`config.mk`:
```
export PLATFORM = sky130hd
export DESIGN_NAME = adc_ctl
export DESIGN_NICKNAME = d
export VERILOG_FILES = /design/src/adc_ctl_pkg.sv /design/src/adc_ctl.sv
export SDC_FILE = /design/constraint.sdc
export NUM_CORES = 1
export LEC_CHECK = 0
export BUFFER_PORTS_ARGS = -buffer_cell sky130_fd_sc_hd__buf_2
export CAP_MARGIN = 20
export CORE_ASPECT_RATIO = 1.75
export CORE_MARGIN = 2
export CORE_UTILIZATION = 50
export CTS_CLUSTER_DIAMETER = 50
export CTS_CLUSTER_SIZE = 25
export DETAILED_ROUTE_END_ITERATION = 10
export GPL_TIMING_DRIVEN = 1
export PLACE_DENSITY = 0.86
export SLEW_MARGIN = 20
export SYNTH_ARGS = -nofsm -noshare
export SYNTH_HDL_FRONTEND = slang
export SYNTH_SLANG_ARGS = --single-unit
```
`constraint.sdc`:
```
create_clock -name pclk -period 2.8 [get_ports pclk]
set_input_delay 0.14 -clock pclk [delete_from_list [all_inputs] [get_ports pclk]]
set_output_delay 0.14 -clock pclk [all_outputs]
set_load 0.02 [all_outputs]
```
`src/adc_ctl_pkg.sv`:
```
/*
 Shared constants, register map and types for the converter control block.
 Assumes an APB slave with 8 address bits and 32-bit data.
*/
// Overview of operation
// Left justify puts result bits 9..2 in high byte, bits 1..0 in low 7..6.
// Right justify puts result bits 9..8 in high 1..0, bits 7..0 in low.
// Justify select bit in converter control picks left or right format.
// Eight-bit results always sit in the high byte; low byte reads zero.
// In ten-bit mode the six unused result bits read zero.
// Both result bytes are read-only; writes leave them unchanged.
// Pin enable register holds one bit per pin; one means converter use.
// Writing pin enables aborts any conversion and starts none.
// A disabled selected pin converts the low reference, giving zeroes.
// Writing status control starts a conversion, aborting any running one.
// Writing converter control aborts any conversion and starts none.
// Mode control starts sampling; sampling end starts SAR; SAR reports done.
// Reference channels skip sampling; the SAR takes the reference directly.
// SAR output moves into a result register read from the bus side.
// Sampling and SAR conversion never run together.
// The sampler gates off its clocks whenever it is not sampling.
// The sample window lasts exactly 14 conversion clock cycles.
// Done flag sets at each completion and clears on result byte reads.
// Writing status control clears the done flag.
// Continuous bit repeats conversions; otherwise one per status write.
// Channel codes 0..7 pick pins, 1E high ref, 1F and 08..1D low ref.
// An abort leaves the result register unchanged, and the done flag too unless it is a status write.
package adc_ctl_pkg;
    localparam logic [7:0] CONV_CTRL_OFS = 8'h00;
    localparam logic [7:0] STAT_CTRL_OFS = 8'h04;
    localparam logic [7:0] RES_HIGH_OFS  = 8'h08;
    localparam logic [7:0] RES_LOW_OFS   = 8'h0C;
    localparam logic [7:0] PIN_EN_OFS    = 8'h10;
    localparam int         DONE_BIT      = 7;
    localparam int         IRQ_EN_BIT    = 6;
    localparam int         CONT_BIT      = 5;
    localparam int         JUSTIFY_BIT   = 5;
    localparam int         RES10_BIT     = 4;
    localparam logic [5:0] CONV_CTRL_RST = 6'h00;
    localparam logic [6:0] STAT_CTRL_RST = 7'h00;
    localparam logic [7:0] PIN_EN_RST    = 8'h00;
    localparam logic [3:0] SAMPLE_LAST   = 4'hD;
    localparam logic [6:0] TICK_BASE     = 7'h04;
    localparam logic [4:0] CH_HIGH_REF   = 5'h1E;
    localparam logic [3:0] MSB_IDX       = 4'h9;
    localparam logic [3:0] STOP8_IDX     = 4'h2;
    localparam logic [9:0] MSB_TRIAL     = 10'h200;

    typedef enum logic [1:0] {
        ST_IDLE    = 2'b00,
        ST_SAMPLE  = 2'b01,
        ST_CONVERT = 2'b10
    } conv_state_t;

    typedef struct packed {
        logic       justify;
        logic       res10;
        logic [3:0] prs;
    } conv_ctrl_t;

    typedef struct packed {
        logic [7:0] high;
        logic [7:0] low;
    } result_bytes_t;

    function automatic result_bytes_t format_result(
        input logic [9:0] r,
        input logic       res10,
        input logic       justify
    );
        result_bytes_t b;
        b = '0;
        if (!res10) begin
            b.high = r[7:0];
        end else if (justify) begin
            b.high = {6'h00, r[9:8]};
            b.low  = r[7:0];
        end else begin
            b.high = r[9:2];
            b.low  = {r[1:0], 6'h00};
        end
        return b;
    endfunction
endpackage

```
`src/adc_ctl.sv`:
```
/*
 Control logic of a ten-bit successive approximation converter: APB
 registers, result formatting, sample and SAR sequencing.
 Assumes an external comparator (asynchronous, high when the input is above
 the trial code) and an external sampler whose clocks follow sh_clk_en_q.
*/
// The APB register port and the address map are this design's own decisions.
`timescale 1ns/1ps
module adc_ctl (
    // Clock, reset and freeze.
    input  wire logic        pclk,
    input  wire logic        presetn,
    input  wire logic        ce,
    // APB slave.
    input  wire logic        psel,
    input  wire logic        penable,
    input  wire logic        pwrite,
    input  wire logic [7:0]  paddr,
    input  wire logic [31:0] pwdata,
    output logic      [31:0] prdata,
    output logic             pready,
    output logic             pslverr,
    // Analog side.
    input  wire logic        comp_in,
    output logic             sh_clk_en_q,
    output logic             sar_active_q,
    output logic [2:0]       pin_sel_q,
    output logic             ref_high_q,
    output logic             ref_low_q,
    output logic [7:0]       pin_en_out_q,
    output logic [9:0]       trial_code_q
);
    import adc_ctl_pkg::*;

    conv_state_t   state_q;
    conv_state_t   state_d;
    conv_ctrl_t    ctrl_q;
    result_bytes_t rb;
    logic [6:0]    stat_q;
    logic [7:0]    pin_en_q;
    logic          done_flag_q;
    logic [9:0]    result_q;
    logic          res10_q;
    logic [3:0]    cnt_q;
    logic [3:0]    bit_q;
    logic [5:0]    div_q;
    logic [5:0]    reload;
    logic          comp_meta_q;
    logic          comp_s_q;
    logic [31:0]   rdata_d;
    logic          hit_ctrl;
    logic          hit_stat;
    logic          hit_rh;
    logic          hit_rl;
    logic          hit_pe;
    logic          mapped;
    logic          acc;
    logic          wr;
    logic          wr_ctrl;
    logic          wr_stat;
    logic          wr_pe;
    logic          rd_res;
    logic          abort;
    logic          tick;
    logic          done;
    logic          last;
    logic [3:0]    stop;
    logic [9:0]    mask;
    logic [9:0]    final_code;
    logic [4:0]    sch;
    logic          s_ref;
    logic          s_high;

    // Comparator synchroniser.
    always_ff @(posedge pclk or negedge presetn) begin
        if (!presetn) begin
            comp_meta_q <= 1'b0;
            comp_s_q    <= 1'b0;
        end else if (ce) begin
            comp_meta_q <= comp_in;
            comp_s_q    <= comp_meta_q;
        end
    end

    // Address decode and bus strobes.
    assign hit_ctrl = (paddr == CONV_CTRL_OFS);
    assign hit_stat = (paddr == STAT_CTRL_OFS);
    assign hit_rh   = (paddr == RES_HIGH_OFS);
    assign hit_rl   = (paddr == RES_LOW_OFS);
    assign hit_pe   = (paddr == PIN_EN_OFS);
    assign mapped   = hit_ctrl | hit_stat | hit_rh | hit_rl | hit_pe;
    assign acc      = ce & psel & penable & pready;
    assign wr       = acc & pwrite & mapped;
    assign wr_ctrl  = wr & hit_ctrl;
    assign wr_stat  = wr & hit_stat;
    assign wr_pe    = wr & hit_pe;
    assign rd_res   = acc & ~pwrite & (hit_rh | hit_rl);
    assign abort    = wr_ctrl | wr_stat | wr_pe;

    // Result bytes as the bus sees them.
    assign rb = format_result(res10_q ? result_q : {2'b00, result_q[9:2]},
                              res10_q, ctrl_q.justify);

    always_comb begin
        rdata_d = 32'h0000_0000;
        if (hit_ctrl) begin
            rdata_d[5:0] = ctrl_q;
        end else if (hit_stat) begin
            rdata_d[7:0] = {done_flag_q, stat_q};
        end else if (hit_rh) begin
            rdata_d[7:0] = rb.high;
        end else if (hit_rl) begin
            rdata_d[7:0] = rb.low;
        end else if (hit_pe) begin
            rdata_d[7:0] = pin_en_q;
        end
    end

    // Zero-wait APB answer, prepared in the setup cycle.
    always_ff @(posedge pclk or negedge presetn) begin
        if (!presetn) begin
            prdata  <= 32'h0000_0000;
            pready  <= 1'b0;
            pslverr <= 1'b0;
        end else if (ce) begin
            pready  <= psel & ~penable;
            pslverr <= psel & ~penable & ~mapped;
            if (psel && !penable) begin
                prdata <= rdata_d;
            end
        end
    end

    // Software registers; result bytes take no write.
    always_ff @(posedge pclk or negedge presetn) begin
        if (!presetn) begin
            ctrl_q   <= CONV_CTRL_RST;
            stat_q   <= STAT_CTRL_RST;
            pin_en_q <= PIN_EN_RST;
        end else begin
            if (wr_ctrl) begin
                ctrl_q <= pwdata[5:0];
            end
            if (wr_stat) begin
                stat_q <= pwdata[6:0];
            end
            if (wr_pe) begin
                pin_en_q <= pwdata[7:0];
            end
        end
    end

    // Done flag: completion wins over a clearing read.
    always_ff @(posedge pclk or negedge presetn) begin
        if (!presetn) begin
            done_flag_q <= 1'b0;
        end else if (done) begin
            done_flag_q <= 1'b1;
        end else if (wr_stat || rd_res) begin
            done_flag_q <= 1'b0;
        end
    end

    // Conversion clock divider.
    assign reload = 6'((({3'b000, ctrl_q.prs} + 7'h01) * TICK_BASE) - 7'h01);
    assign tick   = ce & (state_q != ST_IDLE) & (div_q == 6'h00);

    always_ff @(posedge pclk or negedge presetn) begin
        if (!presetn) begin
            div_q <= 6'h00;
        end else if (ce) begin
            if (abort || state_q == ST_IDLE || div_q == 6'h00) begin
                div_q <= reload;
            end else begin
                div_q <= div_q - 6'h01;
            end
        end
    end

    // Channel decode for the conversion about to start.
    assign sch    = wr_stat ? pwdata[4:0] : stat_q[4:0];
    assign s_high = (sch == CH_HIGH_REF);
    assign s_ref  = (sch[4:3] != 2'b00) | ~pin_en_q[sch[2:0]];

    // SAR step.
    assign stop       = res10_q ? 4'h0 : STOP8_IDX;
    assign mask       = 10'h001 << bit_q;
    assign final_code = (trial_code_q & ~mask) | (comp_s_q ? mask : 10'h000);
    assign last       = (bit_q == stop);
    assign done       = tick & (state_q == ST_CONVERT) & last & ~abort;

    // Mode control sequencing.
    always_comb begin
        state_d = state_q;
        if (abort) begin
            state_d = !wr_stat ? ST_IDLE : (s_ref ? ST_CONVERT : ST_SAMPLE);
        end else if (tick) begin
            case (state_q)
                ST_SAMPLE: begin
                    if (cnt_q == SAMPLE_LAST) begin
                        state_d = ST_CONVERT;
                    end
                end
                ST_CONVERT: begin
                    if (last) begin
                        state_d = !stat_q[CONT_BIT] ? ST_IDLE :
                                  (s_ref ? ST_CONVERT : ST_SAMPLE);
                    end
                end
                default: begin
                    state_d = ST_IDLE;
                end
            endcase
        end
    end

    always_ff @(posedge pclk or negedge presetn) begin
        if (!presetn) begin
            state_q      <= ST_IDLE;
            sh_clk_en_q  <= 1'b0;
            sar_active_q <= 1'b0;
        end else if (ce) begin
            state_q      <= state_d;
            sh_clk_en_q  <= (state_d == ST_SAMPLE);
            sar_active_q <= (state_d == ST_CONVERT);
        end
    end

    // Sample window count, bit index and trial code.
    always_ff @(posedge pclk or negedge presetn) begin
        if (!presetn) begin
            cnt_q        <= 4'h0;
            bit_q        <= MSB_IDX;
            trial_code_q <= 10'h000;
            res10_q      <= 1'b0;
        end else if (ce) begin
            if (abort || (tick && state_q == ST_CONVERT && last)) begin
                cnt_q        <= 4'h0;
                bit_q        <= MSB_IDX;
                trial_code_q <= (state_d == ST_CONVERT) ? MSB_TRIAL : 10'h000;
                res10_q      <= wr_ctrl ? pwdata[RES10_BIT] : ctrl_q.res10;
            end else if (tick && state_q == ST_SAMPLE) begin
                cnt_q <= cnt_q + 4'h1;
                if (cnt_q == SAMPLE_LAST) begin
                    trial_code_q <= MSB_TRIAL;
                end
            end else if (tick && state_q == ST_CONVERT) begin
                bit_q        <= bit_q - 4'h1;
                trial_code_q <= final_code | (mask >> 1);
            end
        end
    end

    // Result capture and analog selects.
    always_ff @(posedge pclk or negedge presetn) begin
        if (!presetn) begin
            result_q     <= 10'h000;
            pin_sel_q    <= 3'h0;
            ref_high_q   <= 1'b0;
            ref_low_q    <= 1'b0;
            pin_en_out_q <= PIN_EN_RST;
        end else if (ce) begin
            pin_en_out_q <= pin_en_q;
            if (done) begin
                result_q <= final_code;
            end
            if (wr_stat) begin
                pin_sel_q  <= sch[2:0];
                ref_high_q <= s_high;
                ref_low_q  <= s_ref & ~s_high;
            end
        end
    end
endmodule

```
After elaboration in Yosys (flattened, before gate mapping)
Index checks and enable logic that the tools add are counted.

word-level totals
  input bits = 47
  flip-flop bits (word level) = 86
  word-level logic and storage cells = 142
  output and inout bits = 59

operators by class
  reduce and logical (&&, ||, !) cells = 25
  shift operators = 1
  bitwise logic cells = 36
  $add $sub $neg = 5
  mux-type cells = 37
  equality and inequality tests = 13
  magnitude comparators = 1

operators with widths
  cell                    number
  $mux W10                7
  $mux W8                 6
  $mux W4                 5
  $and A1 B1 Y1           18
  $mux W2                 9
  $eq A8 B4 Y1 const B    2
  $mux W16                1
  $mux W6                 2
  $sub A6 B1 Y6 const B   2
  $and A10 B10 Y10        1
  $not A10 Y10            1
  $or A10 B10 Y10         1
  $or A10 B9 Y10          1
  $reduce_and A2 Y1       5
  $reduce_bool A2 Y1      5
  $shl A1 B4 Y10 const A  1
  $add A4 B1 Y4 const B   2
  $eq A8 B3 Y1 const B    1
  $eq A8 B5 Y1 const B    1
  $logic_not A8 Y1        1
  $or A1 B1 Y1            8
  $logic_not A6 Y1        1
  $not A1 Y1              6
  $reduce_and A3 Y1       2
  18 further kinds        29

Logic depth before layout (Yosys ltp)
Gate-level depths: netlist of run 1.

  word-level depth = 21
  depth in mapped cells = 10

Worst setup path before layout of run 1
No wires, ideal clock.

  path type = in2reg
  from = input paddr[0]
  to = register res10_q
  buffers on the path = 1
  stages = 8
  path slack = 0.537 ns
  required time = 2.672 ns
  arrival = 2.135 ns
  setup time = 0.128 ns
  cell sequence = or2_1 -> or4b_4 -> or2_4 -> nor2_4 -> and3_1 -> buf_4 -> mux2_4 -> mux2_1

on the way
  word-level cells in the longest chain between the ends = 11
  elaborated cells between the ends (all ways) = 18
  those cells by class = 4 x eq/ne; 1 x mux; 10 x bitwise; 3 x reduce/logical

ends and longest elaborated chain
  item                                              RTL line                      source
  start: declaration                                adc_ctl.sv:18                 input wire logic [7:0] paddr,
  $eq A8 B3 Y1 or $logic_not A8 Y1 (tied branches)  adc_ctl.sv:87, adc_ctl.sv:86
  $or A1 B1 Y1 (4 in a row)                         adc_ctl.sv:91                 assign mapped = hit_ctrl | hit_stat | hit_rh | hit_rl | hit_pe;
  $and A1 B1 Y1                                     adc_ctl.sv:93                 assign wr = acc & pwrite & mapped;
  $and A1 B1 Y1, on equally long branches           adc_ctl.sv:94, adc_ctl.sv:95
  $or A1 B1 Y1 (2 in a row)                         adc_ctl.sv:98                 assign abort = wr_ctrl | wr_stat | wr_pe;
  $logic_or A1 B1 Y1                                adc_ctl.sv:237                if (abort || (tick && state_q == ST_CONVERT && last)) begin
  $reduce_and A2 Y1 (no line)                       -
  end signal: assignment                            adc_ctl.sv:241                res10_q <= wr_ctrl ? pwdata[RES10_BIT] : ctrl_q.res10;
  end: declaration                                  adc_ctl.sv:43                 logic res10_q;

Parallel ways exist; a longest one is shown, timed or not.
A chain may end at the register's enable or synchronous reset.

Final worst setup path of run 1
  from = register bit_q[3]
  to = register trial_code_q[5]

on the way
  word-level cells in the longest chain between the ends = 8
  elaborated cells between the ends (all ways) = 15
  those cells by class = 2 x eq/ne; 1 x shift; 4 x mux; 4 x bitwise; 4 x reduce/logical

ends and longest elaborated chain
  item                      RTL line        source
  start: declaration        adc_ctl.sv:45   logic [3:0] bit_q;
  start signal: assignment  adc_ctl.sv:248  bit_q <= bit_q - 4'h1;
  $shl A1 B4 Y10            adc_ctl.sv:187  assign mask = 10'h001 << bit_q;
  $not A10 Y10              adc_ctl.sv:188  assign final_code = (trial_code_q & ~mask) | (comp_s_q ? mask : 10'h000);
  $and A10 B10 Y10          adc_ctl.sv:188
  $or A10 B10 Y10           adc_ctl.sv:188
  $or A10 B9 Y10            adc_ctl.sv:249  trial_code_q <= final_code | (mask >> 1);
  $mux W10                  adc_ctl.sv:247  end else if (tick && state_q == ST_CONVERT) begin
  $mux W10                  adc_ctl.sv:242  end else if (tick && state_q == ST_SAMPLE) begin
  $mux W10                  adc_ctl.sv:237
  end signal: assignment    adc_ctl.sv:240  trial_code_q <= (state_d == ST_CONVERT) ? MSB_TRIAL : 10'h000;
  end signal: assignment    adc_ctl.sv:249
  end: declaration          adc_ctl.sv:31   output logic [9:0] trial_code_q

Parallel ways exist; a longest one is shown, timed or not. The select of a mux whose other input is x is not followed.

==> flow_metrics.tcl, run 1 <==
set metrics [dict create \
    yosysUniqueCellTypes 69 \
    power_leakage_uw 0.00279 \
    h-tree-depth 3 \
    syn2layout_area_growth_pct 13.9 \
    clock_latency_ns 0.35 \
    critical_path.startpoint_type "flip-flop" \
    clockRootBuffer "clkbuf_16" \
    initial_core_util 0.510 \
    fmax_mhz 403 \
    post-place-ws_ns 0.368 \
    drive_gt1_frac 0.225 \
    grt_max_degree 87 \
    hp-class "primary input to flip-flop" \
    rsz0062_at_grt "no" \
    finalWirelength_mm 12.7 \
    grt_first_pass_wirelength_mm 20.5 \
    cap_violations 0 \
    grt_usage 0.245 \
    setup_violations 0 \
    place_hpwl_mm 9.26 \
    status "finished clean" \
    ys_ff_latch 86 \
    wire_per_inst_um 17.4 \
    hold_viol_final 0 \
    core_sq_um 9790 \
    slowest_delay_ns 0.52 \
    worstPathArrival_ns 2.71 \
    cp-end-kind "flip-flop" \
    die_height_um 136 \
    period_share 0.887 \
    path_class "flip-flop to flip-flop" \
    fp.dieW_um 79.6 \
    cts_made_buffers 9 \
    io_buffers 57 \
    finClkSkew_ns 0.00782 \
    timing.final.crit_period_ns 2.48 \
    overflow 0 \
    fin_ws_ns 0.316 \
    path_buf_inv 1 \
    cpMostUsedCell "a21oi_1" \
    power_density_nw_per_um2 640 \
    drtIter0Drc 366 \
    cts_tree "built" \
    peakVddDrop_mv 0.363 \
    dieArea_sq_um 10800 \
    rows 48 \
    cts_buffer_depth 2 \
    synth_edf_count 0 \
    antenna_cells 0 \
    antenna_left 0 \
    ys_seq_area_frac 0.431 \
    crit_chain "nor3_1 > a21oi_1 > o21ai_0 > a21oi_1 > buf_4 > nor3_1 > a21oi_1 > o221a_2" \
    grt_pass1_vias 4161 \
    num_vias 4224 \
    n_fill_cell 851 \
    yosysWarnings 0 \
    cpLargestDelayFamily "compound AO/OA/AOI/OAI gates" \
    synthesis.instances 541 \
    drc 0 \
    syn_area_sq_um 4990 \
    post_cts_resized 0 \
    required_ns 3.03 \
    clk_pin_slew_ns 0.06 \
    drt_pass1_iterations 5 \
    antenna_found_initial 0 \
    io_pins 106 \
    drv_slew 0 \
    clock_sinks 86 \
    slowest_stage "nor3_1" \
    slew_headroom 0.483 \
    synthArstFlopShare 1.00 \
    power.total_uw 3640 \
    fin_setup_tns_ns 0 \
    tightest_slew_ns 0.775 \
    place.gp.congestion 0.979 \
    avgSynthCellArea_sq_um 9.23 \
    crit_fanout 12 \
    viasPerCell 5.79 \
    fin_nets 658 \
    synthFlopType "dfrtp_1" \
]
[state kept, by name, indices dropped and copies added (netlist names)]
signal and count:
pin_en_q 8, prdata 8, comp_meta_q 1, pready 1, comp_s_q 1, cnt_q 4, ref_low_q 1, pin_sel_q 3
sh_clk_en_q 1, state_q 2, res10_q 1, bit_q 4, ctrl_q 6, sar_active_q 1, div_q 6, done_flag_q 1
result_q 10, pslverr 1, stat_q 7, ref_high_q 1, pin_en_out_q 8, trial_code_q 10
[worst paths after layout]
path | from | endpoint | slack, ns | cells after the start
max reg2reg | bit_q[3] | trial_code_q[5] | 0.32 | 8
min in group asynchronous | presetn | pin_en_out_q[3] | 0.42 | 2
max | bit_q[3] | trial_code_q[5] | 0.32 | 8
max in group asynchronous | presetn | trial_code_q[7] | 1.85 | 2
min | pwdata[6] | stat_q[6] | 0.02 | 3
min reg2reg | pin_sel_q[2] | pin_sel_q[2] | 0.47 | 2
[stage by stage]
stage | hold WS [ns] | instance area (sq um) | utilization | instances
floorplan | -0.156 | 5080 | - | 564
global placement | 0.365 | 5350 | 0.546 | 712
detailed placement | 0.364 | 5350 | 0.546 | 712
CTS | 0.00858 | 5670 | 0.579 | 728
global route | 0.0206 | 5690 | 0.581 | 729
finish | 0.0186 | 5690 | 0.581 | 729
[cell usage after synthesis (5+ instances only)]
master	n	area share
buf_4	27	0.041
ha_1	12	0.030
nor2b_1	5	0.0063
o22ai_1	6	0.0075
nand2b_1	5	0.0063
mux2_2	23	0.052
a31oi_1	10	0.013
o221a_2	5	0.011
a21oi_1	26	0.026
nor3_1	11	0.011
nand2_1	98	0.074
nor2_1	41	0.031
inv_1	19	0.014
mux2i_1	16	0.032
dfrtp_1	84	0.42
o21ai_0	38	0.038
clkbuf_1	16	0.012
[tightest hold or removal path: stages]
cell	delay, ns
buf_2	0.09
nand2_1	0.04
nand2_1	0.05
[report_power, final]
group	internal, uW	switching (uW)	leakage, uW	total [uW]
Combinational	307	502	0.00148	809
Clock	793	524	0.000161	1320
Sequential	1360	153	0.00115	1520
[timing repair]
action / 4_1_cts / 5_1_grt
endpoints found under the hold margin: 0 / 84
hold buffers: 0 / 1
buffers inserted: 0 / 0
[cell usage in the layout, fill, tap and decap left out, types with 15 or more instances in the layout]
cell     netlist  layout
nand2_1       98      98
dfrtp_1       84      84
buf_2          4      56
nor2_1        41      41
o21ai_0       38      38
a21oi_1       26      26
conb_1         1      24
mux2_2        23      23
inv_1         19      19
mux2i_1       16      16
buf_4         27      15
[cells by family after synthesis]
kind of cell | share of synthesized area
AO/OA/AOI/OAI | 0.155
XOR/XNOR | 0.0140
buffers and inverters | 0.0724
other | 0.000751
multiplexers | 0.0982
flip-flops | 0.431
AND/OR/NAND/NOR | 0.199
adder cells (fa/ha/maj) | 0.0301
[layout make-up]
| cell class | count | area, sq um | share of cell area |
|---|---|---|---|
| inverter | 19 | 71.3 | 0.0125 |
| timing repair buffer | 73 | 414 | 0.0728 |
| multi-input combinational | 410 | 2560 | 0.451 |
| clock buffer | 9 | 225 | 0.0396 |
| clock inverter | 7 | 100 | 0.0176 |
| sequential | 86 | 2150 | 0.379 |
| tap | 125 | 156 | 0.0275 |
[routing by layer]
metal | up-vias | share of wire | track usage
met2 | 163 | 0.53 | 0.422
li1 | 1977 | - | -
met4 | 0 | 0.056 | 0.149
met1 | 2035 | 0.37 | 0.280
met3 | 49 | 0.042 | 0.0412
met5 | - | 0 | 0
No activity file was read; power rests on OpenSTA's default activity.
==> run 2, diff against run 1 <==
--- a/config.mk
+++ b/config.mk
@@ -14,6 +14,7 @@
 export CTS_CLUSTER_SIZE = 25
 export DETAILED_ROUTE_END_ITERATION = 10
 export GPL_TIMING_DRIVEN = 1
+export MAX_ROUTING_LAYER = met4
 export PLACE_DENSITY = 0.86
 export SLEW_MARGIN = 20
 export SYNTH_ARGS = -nofsm -noshare
==> flow_metrics.tcl, run 2 (synthesized netlist as in run 1, its figures left out) <==
set metrics [dict create \
    place.gp.congestion 0.964 \
    worstPathArrival_ns 2.68 \
    drt_pass1_iterations 6 \
    grt_pass1_vias 4003 \
    intPower_uw 2440 \
    antenna_left 0 \
    dieArea_sq_um 10800 \
    period_share 0.877 \
    timing.final.crit_period_ns 2.46 \
    min_delay_path_depth 2 \
    grtUsageMet2 0.416 \
    overflow 0 \
    power.switching_uw 1170 \
    postCtsHoldBufs 0 \
    drc 0 \
    required_ns 3.03 \
    clock_latency_ns 0.35 \
    cpMostUsedCell "a21oi_1" \
    clk_pin_slew_ns 0.06 \
    fin_nets 655 \
    peakVddDrop_mv 0.312 \
    cpLargestDelayFamily "simple AND/OR/NAND/NOR gates" \
    post_cts_resized 0 \
    slew_headroom 0.486 \
    grtUsageMet3 0.0345 \
    tightest_slew_ns 0.770 \
    grt_max_degree 87 \
    drive_gt1_frac 0.221 \
    initial_core_util 0.510 \
    h-tree-depth 3 \
    hold_viol_final 0 \
    layout_common_cells "nand2_1, dfrtp_1, buf_2" \
    path_class "flip-flop to flip-flop" \
    power_leakage_uw 0.00277 \
    layout_commonest_cell "nand2_1" \
    stdcell_count 726 \
    use_met1 0.265 \
    crit_fanout 14 \
    io_pins 106 \
    num_vias 4222 \
    swShare 0.324 \
    rows 48 \
    hp-start "comp_in" \
    post_cts_buffers 0 \
    path_buf_inv 1 \
    cp.depth 8 \
    n_fill_cell 862 \
    slowest_delay_ns 0.55 \
    grt_usage 0.245 \
    whs_endpoint "comp_meta_q" \
    setup_violations 0 \
    timing.rr.start "bit_q[3]" \
    drv_slew 0 \
    critical_path.startpoint_type "flip-flop" \
    syn2layout_area_growth_pct 13.3 \
    crit_chain "nor3_1 > a21oi_1 > o21ai_0 > a21oi_1 > buf_4 > nor4_1 > a21oi_1 > o221a_2" \
    fmax_mhz 407 \
    antenna_cells 0 \
    top_usage_layer "met2" \
    drtIter0Drc 288 \
    clkPwrFrac 0.353 \
    rr_endpoint "trial_code_q[1]" \
    finClkSkew_ns 0.00791 \
    startpoint "bit_q[3]" \
    clockRootBuffer "clkbuf_16" \
    power_density_nw_per_um2 637 \
    cap_violations 0 \
    die_height_um 136 \
    power.total_uw 3600 \
    cts_buffer_depth 2 \
    cts_made_buffers 9 \
    cp-end-kind "flip-flop" \
    r2r.worst_path.cells 8 \
    power_frac_seq 0.420 \
    slowest_stage "nor3_1" \
    rsz0062_at_grt "no" \
    dp_cells 709 \
    hp-class "primary input to flip-flop" \
    core_sq_um 9790 \
    viasPerCell 5.82 \
    fp.dieW_um 79.6 \
    grt_first_pass_wirelength_mm 19.8 \
    reg_top3 "result_q (10), trial_code_q (10)" \
    status "finished clean" \
    cts_tree "built" \
    finalWirelength_mm 12.6 \
    clock_sinks 86 \
    p_comb_frac 0.226 \
    place_hpwl_mm 9.33 \
    antenna_found_initial 0 \
    wire_per_inst_um 17.4 \
    r2r_slack_ns 0.34 \
    io_buffers 57 \
    fin_setup_tns_ns 0 \
]
[run 2: worst max-delay path by stage]
| stage | end | slack (ns) |
|---|---|---|
| floorplan | res10_q | 0.54 |
| global placement | res10_q | 0.43 |
| detailed placement | trial_code_q[1] | 0.38 |
| CTS | trial_code_q[1] | 0.37 |
| global route | trial_code_q[1] | 0.19 |
| finish | trial_code_q[1] | 0.34 |
[run 2: layout make-up]
| cell class | count | area [sq um] | area share |
|---|---|---|---|
| Clock inverter | 4 | 53.8 | 0.00951 |
| Timing Repair Buffer | 70 | 392 | 0.0692 |
| Multi-Input combinational cell | 410 | 2560 | 0.453 |
| Sequential cell | 86 | 2150 | 0.381 |
| Inverter | 19 | 71.3 | 0.0126 |
| Clock buffer | 12 | 267 | 0.0471 |
| Tap cell | 125 | 156 | 0.0276 |
[run 2: worst register-to-register path: stages, from the launching register on]
cell,delay [ns]
dfstp_2,0.43
nor3_1,0.55
a21oi_1,0.16
o21ai_0,0.20
a21oi_1,0.09
buf_4,0.19
nor4_1,0.32
a21oi_1,0.13
o221a_2,0.27
[run 2: metrics by stage]
stage	worst slack [ns]	area, sq um	hold slack, ns	util
final	0.345	5660	0.0290	0.578
after global placement	0.429	5330	0.364	0.544
after floorplan	0.537	5080	-0.156	-
after detailed placement	0.376	5330	0.383	0.544
after global routing	0.192	5660	0.0385	0.578
after CTS	0.366	5650	0.0276	0.577
[run 2: metal layers]
layer	up-vias	wire length [um]	part of all wire
met2	185	6690	0.53
met5	-	0	0
met4	0	769	0.061
met1	2005	4570	0.36
li1	1973	-	-
met3	59	579	0.046
[run 2: power groups by stage]
stage	clock (uW)	combinational, uW	sequential (uW)
detailed placement	0	799	1530
global route	1330	901	1530
floorplan	0	601	1510
global placement	0	769	1520
finish	1270	815	1510
CTS	1290	812	1510
